### src/rtl/tc_defines.svh
// offsets, field positions, reset values and timing counts of the touch sequencer
`ifndef TC_DEFINES_SVH
`define TC_DEFINES_SVH

// ****************************************
// device register map (word addresses)
// ****************************************
`define TC_SETUP_FIRST  10'h000
`define TC_CAL_ADDR     10'h001
`define TC_STAT_A_ADDR  10'h008
`define TC_STAT_B_ADDR  10'h009
`define TC_STAT_C_ADDR  10'h00a
`define TC_CONV_FIRST   10'h00b
`define TC_CONV_LAST    10'h016
`define TC_ID_ADDR      10'h017
`define TC_CFG_FIRST    10'h080
`define TC_CFG_LAST     10'h0df
`define TC_RES_FIRST    10'h0e0
`define TC_RES_STRIDE   10'h024
`define TC_ADDR_MAX     10'h28f
`define TC_SETUP_WORDS  8
`define TC_CFG_WORDS    96
`define TC_CFG_PER_STG  8
`define TC_STAGES       12
// arbitrary identity value
`define TC_PART_ID      16'h5a3c

// ****************************************
// setup_control fields
// ****************************************
`define TC_MODE_LSB     0
`define TC_MODE_FULL    2'h0
`define TC_MODE_LOWP    2'h2
`define TC_STGNUM_LSB   4
`define TC_SWRST_BIT    10
`define TC_POL_BIT      11

// ****************************************
// power-up setup values
// ****************************************
`define TC_SETUP_V0     16'h00b2
`define TC_SETUP_V1     16'h0000
`define TC_SETUP_V2     16'h3230
`define TC_SETUP_V3     16'h14c8
`define TC_SETUP_V4     16'h0832
`define TC_SETUP_V5     16'h0000
`define TC_SETUP_V6     16'h0000
`define TC_SETUP_V7     16'h0001
`define TC_CAL_VALUE    16'h0fff
`define TC_WORD_RESET   16'h0000

// ****************************************
// timing
// ****************************************
`define TC_SEQ_MS       36
`define TC_CLK_KHZ      125000
`define TC_SEQ_CYCLES   (`TC_SEQ_MS * `TC_CLK_KHZ)

// ****************************************
// host controller apb map
// ****************************************
`define TC_APB_CTRL     12'h000
`define TC_APB_STATUS   12'h004
`define TC_APB_CFG      12'h008
`define TC_APB_LAST     12'h00c
`define TC_APB_IRQ_STAT 12'h010
`define TC_APB_IRQ_MASK 12'h014
`define TC_CTRL_START   0
`define TC_CTRL_POL     1

`endif

### src/rtl/tc_pkg.sv
// types shared by both ends of the touch sequencer link
package tc_pkg;
  typedef logic [15:0] tc_word_t;
  typedef logic [9:0]  tc_addr_t;
  typedef logic [7:0]  tc_byte_t;
  typedef enum logic [1:0] {PH_CFG, PH_SETUP, PH_CAL, PH_POLL} tc_phase_t;
  typedef enum logic [3:0] {
    ST_IDLE, ST_START, ST_FETCH, ST_HI, ST_LO, ST_WAIT_INT, ST_RHI, ST_RLO, ST_CLEAR
  } tc_state_t;
endpackage

### src/rtl/tc_link_if.sv
// byte link between the sequencing host and the touch device
`timescale 1ns/1ps
`default_nettype none
interface tc_link_if;
  import tc_pkg::*;
  logic     txn_start;
  tc_addr_t txn_addr;
  logic     byte_valid;
  logic     byte_write;
  tc_byte_t wdata;
  logic     byte_ack;
  tc_byte_t rdata;
  logic     int_out;
  modport dev  (input txn_start, txn_addr, byte_valid, byte_write, wdata,
                output byte_ack, rdata, int_out);
  modport host (output txn_start, txn_addr, byte_valid, byte_write, wdata,
                input byte_ack, rdata, int_out);
endinterface
`default_nettype wire

### src/rtl/tc_init_host.sv
// host end: apb-controlled power-up loader and interrupt status poller
//
// Summary of operation
// - load whole stage configuration bank first
// - then write eight setup words in order
// - calibration word stays zero in that burst
// - afterwards single write enabling calibration
// - device interrupts once per 36 ms sequence
// - on interrupt read selected status register
// - repeat status read on every interrupt
// - device address space split in three banks
// - result bank refreshed each sequence, readable
// - results valid only after configuration loaded
// - device pointer advances after each write
// - sixteen-bit registers, bytes sent in pairs
// - mode zero means full power, 36 ms
//
// Implementation choice: the APB slave port.
`timescale 1ns/1ps
`default_nettype none
`include "tc_defines.svh"
module tc_init_host (
  input  wire logic        pclk,
  input  wire logic        presetn,
  input  wire logic [11:0] paddr,
  input  wire logic        psel,
  input  wire logic        penable,
  input  wire logic        pwrite,
  input  wire logic [31:0] pwdata,
  output logic      [31:0] prdata,
  output logic             pready,
  output logic             pslverr,
  output logic             irq,
  tc_link_if.host          link
);
  import tc_pkg::*;

  tc_state_t state, next_state;
  tc_phase_t phase, next_phase;
  logic [6:0] widx, next_widx;
  tc_byte_t   out_byte, lo_byte, next_out_byte, next_lo_byte;
  tc_addr_t   txn_addr, next_txn_addr;
  tc_word_t   last_status, next_last_status, word, cfg_word, next_cfg_word;
  logic       cfg_full, next_cfg_full, start_req, next_start_req;
  logic       int_hi, next_int_hi, int_act, word_ok, last, cfg_take, start_take;
  logic [1:0] stat_sel, next_stat_sel, irq_stat, next_irq_stat, irq_mask, next_irq_mask;
  logic [1:0] done_set;
  logic [31:0] rd_mux, next_prdata;
  logic       acc, wr_done, rd_done, mapped;

  function automatic tc_word_t setup_word(input logic [2:0] i);
    unique case (i)
      3'h0: setup_word = `TC_SETUP_V0;
      3'h1: setup_word = `TC_SETUP_V1;
      3'h2: setup_word = `TC_SETUP_V2;
      3'h3: setup_word = `TC_SETUP_V3;
      3'h4: setup_word = `TC_SETUP_V4;
      3'h5: setup_word = `TC_SETUP_V5;
      3'h6: setup_word = `TC_SETUP_V6;
      3'h7: setup_word = `TC_SETUP_V7;
    endcase
  endfunction

  // ****************************************
  // sequencer
  // ****************************************
  assign int_act = int_hi ? link.int_out : ~link.int_out;

  always_comb begin
    next_state       = state;
    next_phase       = phase;
    next_widx        = widx;
    next_out_byte    = out_byte;
    next_lo_byte     = lo_byte;
    next_txn_addr    = txn_addr;
    next_last_status = last_status;
    done_set         = 2'b00;
    cfg_take         = 1'b0;
    start_take       = 1'b0;
    word             = `TC_CAL_VALUE;
    word_ok          = 1'b1;
    last             = 1'b0;
    unique case (state)
      ST_IDLE: begin
        if (start_req) begin
          start_take    = 1'b1;
          next_phase    = PH_CFG;
          next_widx     = 7'h00;
          next_txn_addr = `TC_CFG_FIRST;
          next_state    = ST_START;
        end
      end
      ST_START: begin
        next_state = (phase == PH_POLL) ? ST_RHI : ST_FETCH;
      end
      ST_FETCH: begin
        if (phase == PH_CFG) begin
          // waits on software so the bank is streamed as one burst
          word     = cfg_word;
          word_ok  = cfg_full;
          cfg_take = cfg_full;
        end else if (phase == PH_SETUP) begin
          word = setup_word(widx[2:0]);
        end
        if (word_ok) begin
          next_out_byte = word[15:8];
          next_lo_byte  = word[7:0];
          next_state    = ST_HI;
        end
      end
      ST_HI: begin
        if (link.byte_ack) begin
          next_out_byte = lo_byte;
          next_state    = ST_LO;
        end
      end
      ST_LO: begin
        if (link.byte_ack) begin
          next_widx = widx + 7'h01;
          last = (phase == PH_CAL)
              || (phase == PH_CFG && widx == 7'(`TC_CFG_WORDS - 1))
              || (phase == PH_SETUP && widx == 7'(`TC_SETUP_WORDS - 1));
          if (!last) begin
            next_state = ST_FETCH;
          end else if (phase == PH_CFG) begin
            next_phase    = PH_SETUP;
            next_widx     = 7'h00;
            next_txn_addr = `TC_SETUP_FIRST;
            next_state    = ST_START;
          end else if (phase == PH_SETUP) begin
            next_phase    = PH_CAL;
            next_txn_addr = `TC_CAL_ADDR;
            next_state    = ST_START;
          end else begin
            next_phase  = PH_POLL;
            done_set[0] = 1'b1;
            next_state  = ST_WAIT_INT;
          end
        end
      end
      ST_WAIT_INT: begin
        if (int_act) begin
          next_txn_addr = `TC_STAT_A_ADDR + 10'(stat_sel);
          next_state    = ST_START;
        end
      end
      ST_RHI: begin
        if (link.byte_ack) begin
          next_last_status[15:8] = link.rdata;
          next_state             = ST_RLO;
        end
      end
      ST_RLO: begin
        if (link.byte_ack) begin
          next_last_status[7:0] = link.rdata;
          done_set[1]           = 1'b1;
          next_state            = ST_CLEAR;
        end
      end
      ST_CLEAR: begin
        // the read clears the source only when stat_sel picks it (stat_c here); wait for the level to drop first
        if (!int_act) begin
          next_state = ST_WAIT_INT;
        end
      end
    endcase
  end

  always_ff @(posedge pclk or negedge presetn) begin
    if (!presetn) begin
      state       <= ST_IDLE;
      phase       <= PH_CFG;
      widx        <= 7'h00;
      out_byte    <= 8'h00;
      lo_byte     <= 8'h00;
      txn_addr    <= `TC_SETUP_FIRST;
      last_status <= `TC_WORD_RESET;
    end else begin
      state       <= next_state;
      phase       <= next_phase;
      widx        <= next_widx;
      out_byte    <= next_out_byte;
      lo_byte     <= next_lo_byte;
      txn_addr    <= next_txn_addr;
      last_status <= next_last_status;
    end
  end

  assign link.txn_start  = (state == ST_START);
  assign link.txn_addr   = txn_addr;
  assign link.byte_valid = (state == ST_HI) || (state == ST_LO)
                        || (state == ST_RHI) || (state == ST_RLO);
  assign link.byte_write = (state == ST_HI) || (state == ST_LO);
  assign link.wdata      = out_byte;

  // ****************************************
  // apb slave
  // ****************************************
  assign mapped  = (paddr == `TC_APB_CTRL) || (paddr == `TC_APB_STATUS)
                || (paddr == `TC_APB_CFG) || (paddr == `TC_APB_LAST)
                || (paddr == `TC_APB_IRQ_STAT) || (paddr == `TC_APB_IRQ_MASK);
  // a config word write stalls until the sequencer has fetched the previous one
  assign pready  = !(psel && paddr == `TC_APB_CFG && pwrite && cfg_full);
  assign acc     = psel && penable && pready;
  assign wr_done = acc && pwrite && mapped;
  assign rd_done = acc && !pwrite && paddr == `TC_APB_IRQ_STAT;
  assign pslverr = psel && penable && !mapped;
  assign irq     = |(irq_stat & irq_mask);

  always_comb begin
    rd_mux = 32'h0000_0000;
    unique case (paddr)
      `TC_APB_CTRL:     rd_mux = {28'h0, stat_sel, int_hi, 1'b0};
      `TC_APB_STATUS:   rd_mux = {29'h0, cfg_full, phase == PH_POLL, state != ST_IDLE};
      `TC_APB_LAST:     rd_mux = {16'h0, last_status};
      `TC_APB_IRQ_STAT: rd_mux = {30'h0, irq_stat};
      `TC_APB_IRQ_MASK: rd_mux = {30'h0, irq_mask};
      default:          rd_mux = 32'h0000_0000;
    endcase
    next_prdata    = (psel && !penable) ? rd_mux : prdata;
    next_int_hi    = int_hi;
    next_stat_sel  = stat_sel;
    next_irq_mask  = irq_mask;
    next_cfg_word  = cfg_word;
    next_cfg_full  = cfg_full && !cfg_take;
    next_start_req = start_req && !start_take;
    if (wr_done && paddr == `TC_APB_CTRL) begin
      next_int_hi    = pwdata[`TC_CTRL_POL];
      next_stat_sel  = pwdata[3:2];
      next_start_req = next_start_req || (pwdata[`TC_CTRL_START] && state == ST_IDLE);
    end
    if (wr_done && paddr == `TC_APB_CFG) begin
      next_cfg_word = pwdata[15:0];
      next_cfg_full = 1'b1;
    end
    if (wr_done && paddr == `TC_APB_IRQ_MASK) begin
      next_irq_mask = pwdata[1:0];
    end
    // only reported bits are cleared and a new event still sets
    next_irq_stat = (irq_stat & ~(rd_done ? prdata[1:0] : 2'b00)) | done_set;
  end

  always_ff @(posedge pclk or negedge presetn) begin
    if (!presetn) begin
      prdata    <= 32'h0000_0000;
      int_hi    <= 1'b0;
      stat_sel  <= 2'b00;
      irq_mask  <= 2'b00;
      irq_stat  <= 2'b00;
      cfg_word  <= `TC_WORD_RESET;
      cfg_full  <= 1'b0;
      start_req <= 1'b0;
    end else begin
      prdata    <= next_prdata;
      int_hi    <= next_int_hi;
      stat_sel  <= next_stat_sel;
      irq_mask  <= next_irq_mask;
      irq_stat  <= next_irq_stat;
      cfg_word  <= next_cfg_word;
      cfg_full  <= next_cfg_full;
      start_req <= next_start_req;
    end
  end
endmodule
`default_nettype wire

### src/flat_wrapper.sv
// flat-port wrapper written by rule: the top's interface ports become plain ports
module tc_init_host_flat import tc_pkg::*;
  (pclk, presetn, paddr, psel, penable, pwrite, pwdata, prdata, pready, pslverr, irq, link_txn_start, link_txn_addr, link_byte_valid, link_byte_write, link_wdata, link_byte_ack, link_rdata, link_int_out);
  tc_link_if link_i ();
  input  wire logic pclk;
  input  wire logic presetn;
  input  wire logic [11:0] paddr;
  input  wire logic psel;
  input  wire logic penable;
  input  wire logic pwrite;
  input  wire logic [31:0] pwdata;
  output logic      [31:0] prdata;
  output logic pready;
  output logic pslverr;
  output logic irq;
  output wire logic [$bits(link_i.txn_start)-1:0] link_txn_start;
  output wire logic [$bits(link_i.txn_addr)-1:0] link_txn_addr;
  output wire logic [$bits(link_i.byte_valid)-1:0] link_byte_valid;
  output wire logic [$bits(link_i.byte_write)-1:0] link_byte_write;
  output wire logic [$bits(link_i.wdata)-1:0] link_wdata;
  input wire logic [$bits(link_i.byte_ack)-1:0] link_byte_ack;
  input wire logic [$bits(link_i.rdata)-1:0] link_rdata;
  input wire logic [$bits(link_i.int_out)-1:0] link_int_out;
  assign link_txn_start = link_i.txn_start;
  assign link_txn_addr = link_i.txn_addr;
  assign link_byte_valid = link_i.byte_valid;
  assign link_byte_write = link_i.byte_write;
  assign link_wdata = link_i.wdata;
  assign link_i.byte_ack = link_byte_ack;
  assign link_i.rdata = link_rdata;
  assign link_i.int_out = link_int_out;
  tc_init_host u_core (.pclk(pclk), .presetn(presetn), .paddr(paddr), .psel(psel), .penable(penable), .pwrite(pwrite), .pwdata(pwdata), .prdata(prdata), .pready(pready), .pslverr(pslverr), .irq(irq), .link(link_i));
endmodule
### config.mk
export PLATFORM = sky130hd
export DESIGN_NAME = tc_init_host_flat
export DESIGN_NICKNAME = d
export VERILOG_FILES = /design/src/rtl/tc_pkg.sv /design/src/rtl/tc_link_if.sv /design/src/rtl/tc_init_host.sv /design/src/flat_wrapper.sv
export VERILOG_INCLUDE_DIRS = /design/src /design/src/rtl
export SDC_FILE = /design/constraint.sdc
export NUM_CORES = 1
export LEC_CHECK = 0
export BUFFER_PORTS_ARGS = -buffer_cell sky130_fd_sc_hd__buf_2
export CORE_MARGIN = 3
export CORE_UTILIZATION = 45
export CTS_BUF_LIST = sky130_fd_sc_hd__clkbuf_8 sky130_fd_sc_hd__clkbuf_16
export CTS_CLUSTER_DIAMETER = 100
export DETAILED_ROUTE_END_ITERATION = 10
export HOLD_SLACK_MARGIN = 0.1
export MAX_ROUTING_LAYER = met4
export PLACE_DENSITY = 0.81
export SLEW_MARGIN = 0
export SYNTH_ARGS = -nofsm -noshare
export SYNTH_HDL_FRONTEND = slang
export SYNTH_SLANG_ARGS = --single-unit
### constraint.sdc
create_clock -name pclk -period 5.6 [get_ports pclk]
set_clock_uncertainty 0.05 [all_clocks]
set_input_delay 0.28 -clock pclk [delete_from_list [all_inputs] [get_ports pclk]]
set_output_delay 0.28 -clock pclk [all_outputs]
set_load 0.005 [all_outputs]
# Word-level counts from Yosys, hierarchy flattened
# Memory sizes are Yosys's and may differ from the RTL's.
# Cells that the tools add are included.
[word_totals] output_inout_bits=56 in_bits=59 n_memories=1 regBits=112 rom_bits=96
[memory_table] name="(name not given)" words=8 word_bits=12 read_ports=1 rd_ports_with_merged_regs=0 write_ports=0 line_no="tc_init_host.sv:52" source="unique case (i)"
[classes] n_mux=54 eq_ne=28 n_reduce_logical=52 n_bitwise=5 add_sub_neg=2
[ops] op="one-hot mux 16 bit (5 select lines)" count=1
[ops] op="2-to-1 mux 10 bit" count=6
[ops] op="2-to-1 mux 4 bit" count=10
[ops] op="one-hot mux 4 bit (9 select lines)" count=1
[ops] op="2-to-1 mux 16 bit" count=2
[ops] op="one-hot mux 10 bit (3 select lines)" count=1
[ops] op="2-to-1 mux 7 bit" count=4
[ops] op="== test 12 x 4 -> 1 bit (second input constant)" count=2
[ops] op="== test 12 x 5 -> 1 bit (second input constant)" count=2
[ops] op="logical AND 1 bit" count=19
[ops] op="2-to-1 mux 1 bit" count=17
[ops] op="== test 4 x 3 -> 1 bit (second input constant)" count=4
[ops] op="2-to-1 mux 8 bit" count=2
[ops] op="one-hot mux 8 bit (2 select lines)" count=1
[ops] op="one-hot mux 7 bit (2 select lines)" count=1
[ops] op="== test 12 x 3 -> 1 bit (second input constant)" count=1
[ops] op="zero test 12 bit" count=1
[ops] op="logical OR 1 bit" count=11
[ops] op="2-to-1 mux 2 bit" count=5
[ops] op="inequality test 2 bit (second input constant)" count=5
[ops] op="== test 4 x 2 -> 1 bit (second input constant)" count=2
[ops] op="inequality test 2 x 1 -> 1 bit (second input constant)" count=4
[ops] op="AND reduction 8 bit" count=1
[ops] op="adder 7 x 1 -> 7 bit (second input constant)" count=1
[ops] op="other kinds (25)" count=37

# Logic depth before layout (Yosys ltp)
[logic_depth] ltp_word=12 depth_mapped=7 depth_no_buf=6

# Worst setup path after synthesis
# No wires, ideal clock.
[synth_timing] path_type="register -> register" from="register u_core.widx[1]" to="register u_core.txn_addr[0] (netlist: u_core.link.txn_addr[0])" n_path_buf=0 setup_time_ns=0.125 synth_period_minus_slack_ns=1.917 setup_slack_ns=3.683 required_ns=5.425 stages_incl_launch_ff=6 t_arrival_ns=1.742 cell_sequence="dfrtp_1 ha_1 and4bb_2 o21ai_0 a211oi_2 mux2_2"
[synth_via] elab_chain_len=6
[synth_rtl] item="start, declared" line_no="tc_init_host.sv:40" source="logic [6:0] widx, next_widx;"
[synth_rtl] item="start signal, assigned" line_no="tc_init_host.sv:181" source="widx <= next_widx;"
[synth_rtl] item="== test 7 bit" line_no="tc_init_host.sv:121" source="|| (phase == PH_CFG && widx == 7'(`TC_CFG_WORDS - 1))"
[synth_rtl] item="logical AND 1 bit" line_no="tc_init_host.sv:121"
[synth_rtl] item="logical OR 1 bit" line_no="tc_init_host.sv:120" source="last = (phase == PH_CAL)"
[synth_rtl] item="logical OR 1 bit *" line_no="tc_init_host.sv:120"
[synth_rtl] item="inequality test 2 x 1 -> 1 bit (no line) *"
[synth_rtl] item="AND reduction 6 bit (no line) *"
[synth_rtl] item="end signal, assigned" line_no="tc_init_host.sv:176" source="txn_addr <= `TC_SETUP_FIRST;"
[synth_rtl] item="end signal, assigned" line_no="tc_init_host.sv:184" source="txn_addr <= next_txn_addr;"
[synth_rtl] item="end, declared" line_no="tc_init_host.sv:42" source="tc_addr_t txn_addr, next_txn_addr;"
# Mark *: on every way between the ends. The rest lies on a longest branch, timed or not.
# A chain may end at the register's enable or synchronous reset.

# Worst setup path after layout
[layout_timing] from="register u_core.phase[0]" to="register u_core.txn_addr[3] (netlist: u_core.link.txn_addr[3])"
[layout_via] elab_chain_len=6
[layout_rtl] item="start, declared" line_no="tc_init_host.sv:39" source="tc_phase_t phase, next_phase;"
[layout_rtl] item="start signal, assigned" line_no="tc_init_host.sv:180" source="phase <= next_phase;"
[layout_rtl] item="zero test 2 bit" line_no="tc_init_host.sv:121, tc_init_host.sv:125"
[layout_rtl] item="logical AND 1 bit" line_no="tc_init_host.sv:121"
[layout_rtl] item="logical OR 1 bit (2 in a row)" line_no="tc_init_host.sv:120"
[layout_rtl] item="inequality test 2 x 1 -> 1 bit (no line)"
[layout_rtl] item="AND reduction 6 bit (no line)"
# Parallel ways exist; a longest one is shown, timed or not. The select of a mux whose other input is x is not followed.

==> impl_summary.txt <==
----------------------------------------------------
[Synth]
  Largest area contributor in the synthesized netlist ... sky130_fd_sc_hd__dfrtp_1
  Register bit total from synthesis ... 90
  Synth top cells by count ... 90 x sky130_fd_sc_hd__dfrtp_1, 34 x sky130_fd_sc_hd__nand2_1, 32 x sky130_fd_sc_hd__mux2_2
  Share of synthesized flip-flops with an asynchronous set or reset ... 1.00
  Seq/Total Area, Yosys ... 0.489
  Most used standard cell by instance count after synthesis ... sky130_fd_sc_hd__dfrtp_1
  Number of instances in the synthesized netlist ... 423
  Number of distinct library cell variants in the gate-level netlist after synthesis ... 64
  Post-synth EDFFs ... 0
  Most area-consuming cells after synthesis ... sky130_fd_sc_hd__dfrtp_1 49%, sky130_fd_sc_hd__mux2_2 7.8%, sky130_fd_sc_hd__buf_4 3.7%
  Number of warnings reported in the yosys synthesis log ... 0
  Area fraction of the dominant cell type after synthesis ... 0.489
  Syn_area_per_cell ... 10.9 um^2
  Main synth FF type ... sky130_fd_sc_hd__dfrtp_1
  Netlist area before placement ... 4610 um^2

[Critical path]
  Worst Setup End Kind ... register
  Crit-path slowest cell ... sky130_fd_sc_hd__dfrtp_1
  Worst r2r src ... u_core.phase[0]
  Crit Reg-Reg Endpoint ... u_core.link.txn_addr[3]
  Series of cell instances along the critical path ... nor4b_1, o21ai_0, a211oi_2, mux2_2
  R2R depth ... 4
  Slowest stage delay, CP ... 780 ps
  CP Max Fanout ... 22
  Critical path data required time ... 5820 ps
  Worst setup SP type ... register
  Arrival time reported for the critical path endpoint ... 2810 ps
  CP Class ... reg -> reg
  Flop-to-flop setup slack ... 3010 ps

[Clocking]
  CTS Root Buffer Type ... sky130_fd_sc_hd__clkbuf_8
  Number of H-tree levels ... 3
  Clock slew at reported path FFs ... 100 ps
  Number of sinks handled by clock tree synthesis ... 90
  Number of resized instances in the post-cts repair step ... 0
  CTS tree ... yes
  Number of buffers inserted during clock tree synthesis ... 9
  Worst-skew pair later-pin latency ... 380 ps
  Maximum root-to-sink buffer count ... 2
  Post-CTS setup buffer count ... 0

[Die]
  Die Span Y ... 107 um
  Horizontal extent of the die ... 107 um
  Row Count ... 36
  Initial core utilization ... 0.467
  Core footprint ... 9860 um^2
  Die footprint ... 11500 um^2
  I/O pin total ... 115

[Global routing]
  Number of antenna violations at the first check in global routing ... 0
  Maximum number of pins on one net before global-route repair ... 48
  GRT Total Usage ... 0.201
  Grt ovf ... 0
  GR Util met1 ... 0.256
  Via count of the first global-routing pass ... 3662
  Most Used Layer, Global Route ... met2
  Global-route track usage on met2 ... 0.321
  Met3 routing resource usage after global routing ... 0.0524
  Global-route wire length before repair ... 17900 um

[Place]
  Buffers on Ports ... 76
  DP Worst Slack ... 3050 ps
  Final RePlAce weighted congestion ... 0.837
  Detailed-placement wirelength estimate ... 7560 um

[Pwr]
  Leakage power figure ... 2.60 nW
  Worst VDD drop ... 0.189 mV
  Power density relative to cell area ... 337 nW/um^2

[STA]
  Setup Viol. Count Final ... 0
  Shortest period the worst path allows ... 2590 ps
  Count of endpoints failing hold in the final timing report ... 0
  Total negative slack for setup checks ... 0 ps
  Unrepaired setup endpoints after global routing ... false
  Final worst setup slack ... 3010 ps
  Share of the clock period used by the worst path ... 0.462
  Remaining max-slew budget at the tightest pin ... 0.341
  Max frequency ... 386 MHz
  Final number of max-transition violations ... 0
  Tightest Pin Transition ... 985 ps

[Routing]
  1st-iter DRT viols ... 269
  Vias after detailed routing ... 3648
  First-pass iteration count of the detailed router ... 7
  Via density ... 5.60
  Post-Route WL ... 10900 um
  Post-DRT Antenna Nets ... 0
  Average wire length per cell after detail routing ... 16.7 um
  Number of remaining DRC errors ... 0

[Flow run]
  Max-capacitance violation count ... 0

[Layout]
  Share of layout cells above drive strength 1 ... 0.290
  Nets ... 577
  Diode count ... 0
  Area growth from synthesis to layout ... 17.8%

[Hold path]
  Path type of the worst min-delay path ... in -> reg
  Worst min-delay path startpoint ... pwdata[0]
  Sink of the worst hold path ... u_core.cfg_word[0]
  Worst hold path cell count ... 2

[Status]
  Result of the run ... complete, no violations

----------------------------------------------------
==> sequential cells by signal, indices dropped and copies added, names as in the netlist, 4 cells and up, named ones only <==
register              count
u_core.cfg_word          16
u_core.last_status       16
u_core.prdata            16
u_core.link.wdata         8
u_core.lo_byte            8
u_core.widx               7
u_core.link.txn_addr      4
u_core.state              4
==> timing repair <==
item | in CTS | in global routing
endpoints found under the setup margin | 0 | 0
hold buffers | 24 | 0
endpoints found under the hold margin | 77 | 0
==> worst max-delay path, delay by kind of cell (launching register included) <==
| family | cells | cell delay (ps) |
|---|---|---|
| simple gates | 1 | 420 |
| mux | 1 | 410 |
| flops | 1 | 780 |
| compound gates | 2 | 820 |
==> layout by cell type (no fill, tap or decap), drive strengths merged, types with 4 or more instances in the layout <==
master,instances
o31ai,5
nand2b,9
dfrtp,90
clkbuf,9
a211oi,5
ha,5
nor3,9
a22o,17
nor4b,4
nor4,5
nand3b,5
o21ai,25
nor2,16
inv,13
a21o,4
mux2i,4
a21oi,13
conb,22
dlygate4sd3,24
and2,5
nand3,8
and3,6
buf,80
nand2,34
nor2b,7
mux2,41
a31oi,5
or3,4
==> cell type report <==
class	count	area [um^2]
multi-input combinational	297	2110
clock buffer	9	124
tap	133	166
clock inverter	7	76.3
timing repair buffer	104	653
inverter	11	41.3
fill	861	4440
sequential	90	2250
==> worst max-delay path by stage <==
stage / start / endpoint / slack (ps) / depth (start not counted)
global route: u_core.phase[0] / u_core.link.txn_addr[3] / 2850 / 4
global placement: paddr[10] / u_core.cfg_word[15] / 3110 / 5
floorplan: u_core.widx[1] / u_core.link.txn_addr[0] / 3680 / 5
CTS: u_core.phase[0] / u_core.link.txn_addr[3] / 3030 / 4
detailed placement: u_core.phase[0] / u_core.link.txn_addr[3] / 3050 / 4
finish: u_core.phase[0] / u_core.link.txn_addr[3] / 3010 / 4
==> cells by family after synthesis <==
family	after synthesis	synth area share
compound gates	100	0.152
flops	90	0.489
fa+ha+maj	5	0.0136
xor+xnor	1	0.00190
other cells	1	0.000814
simple gates	124	0.157
mux	45	0.116
buf+inv	57	0.0693
==> through the flow <==
stage                     instances  hold slack, ps  utilization  power, W  cell area (um^2)
final                           651             127        0.550   0.00183              5430
after global routing            651             123        0.550   0.00194              5430
after CTS                       651             106        0.550   0.00184              5430
after detailed placement        611             268        0.506   0.00137              4990
after global placement          611             256        0.506   0.00134              4990
after floorplan                 444           -65.6            -   0.00121              4690
==> routing by layer <==
metal / part of all wire / vias up
li1: - / 1674
met1: 0.43 / 1823
met2: 0.50 / 133
met3: 0.056 / 18
met4: 0.014 / 0
met5: 0 / -
==> where the power goes <==
part           switching, W  leakage [nW]  total, W  internal, W
logic              0.000264          1.29  0.000505     0.000240
clock network      0.000248        0.0962  0.000457     0.000209
registers          0.000113          1.21  0.000870     0.000756
No activity file was read; power rests on OpenSTA's default activity.
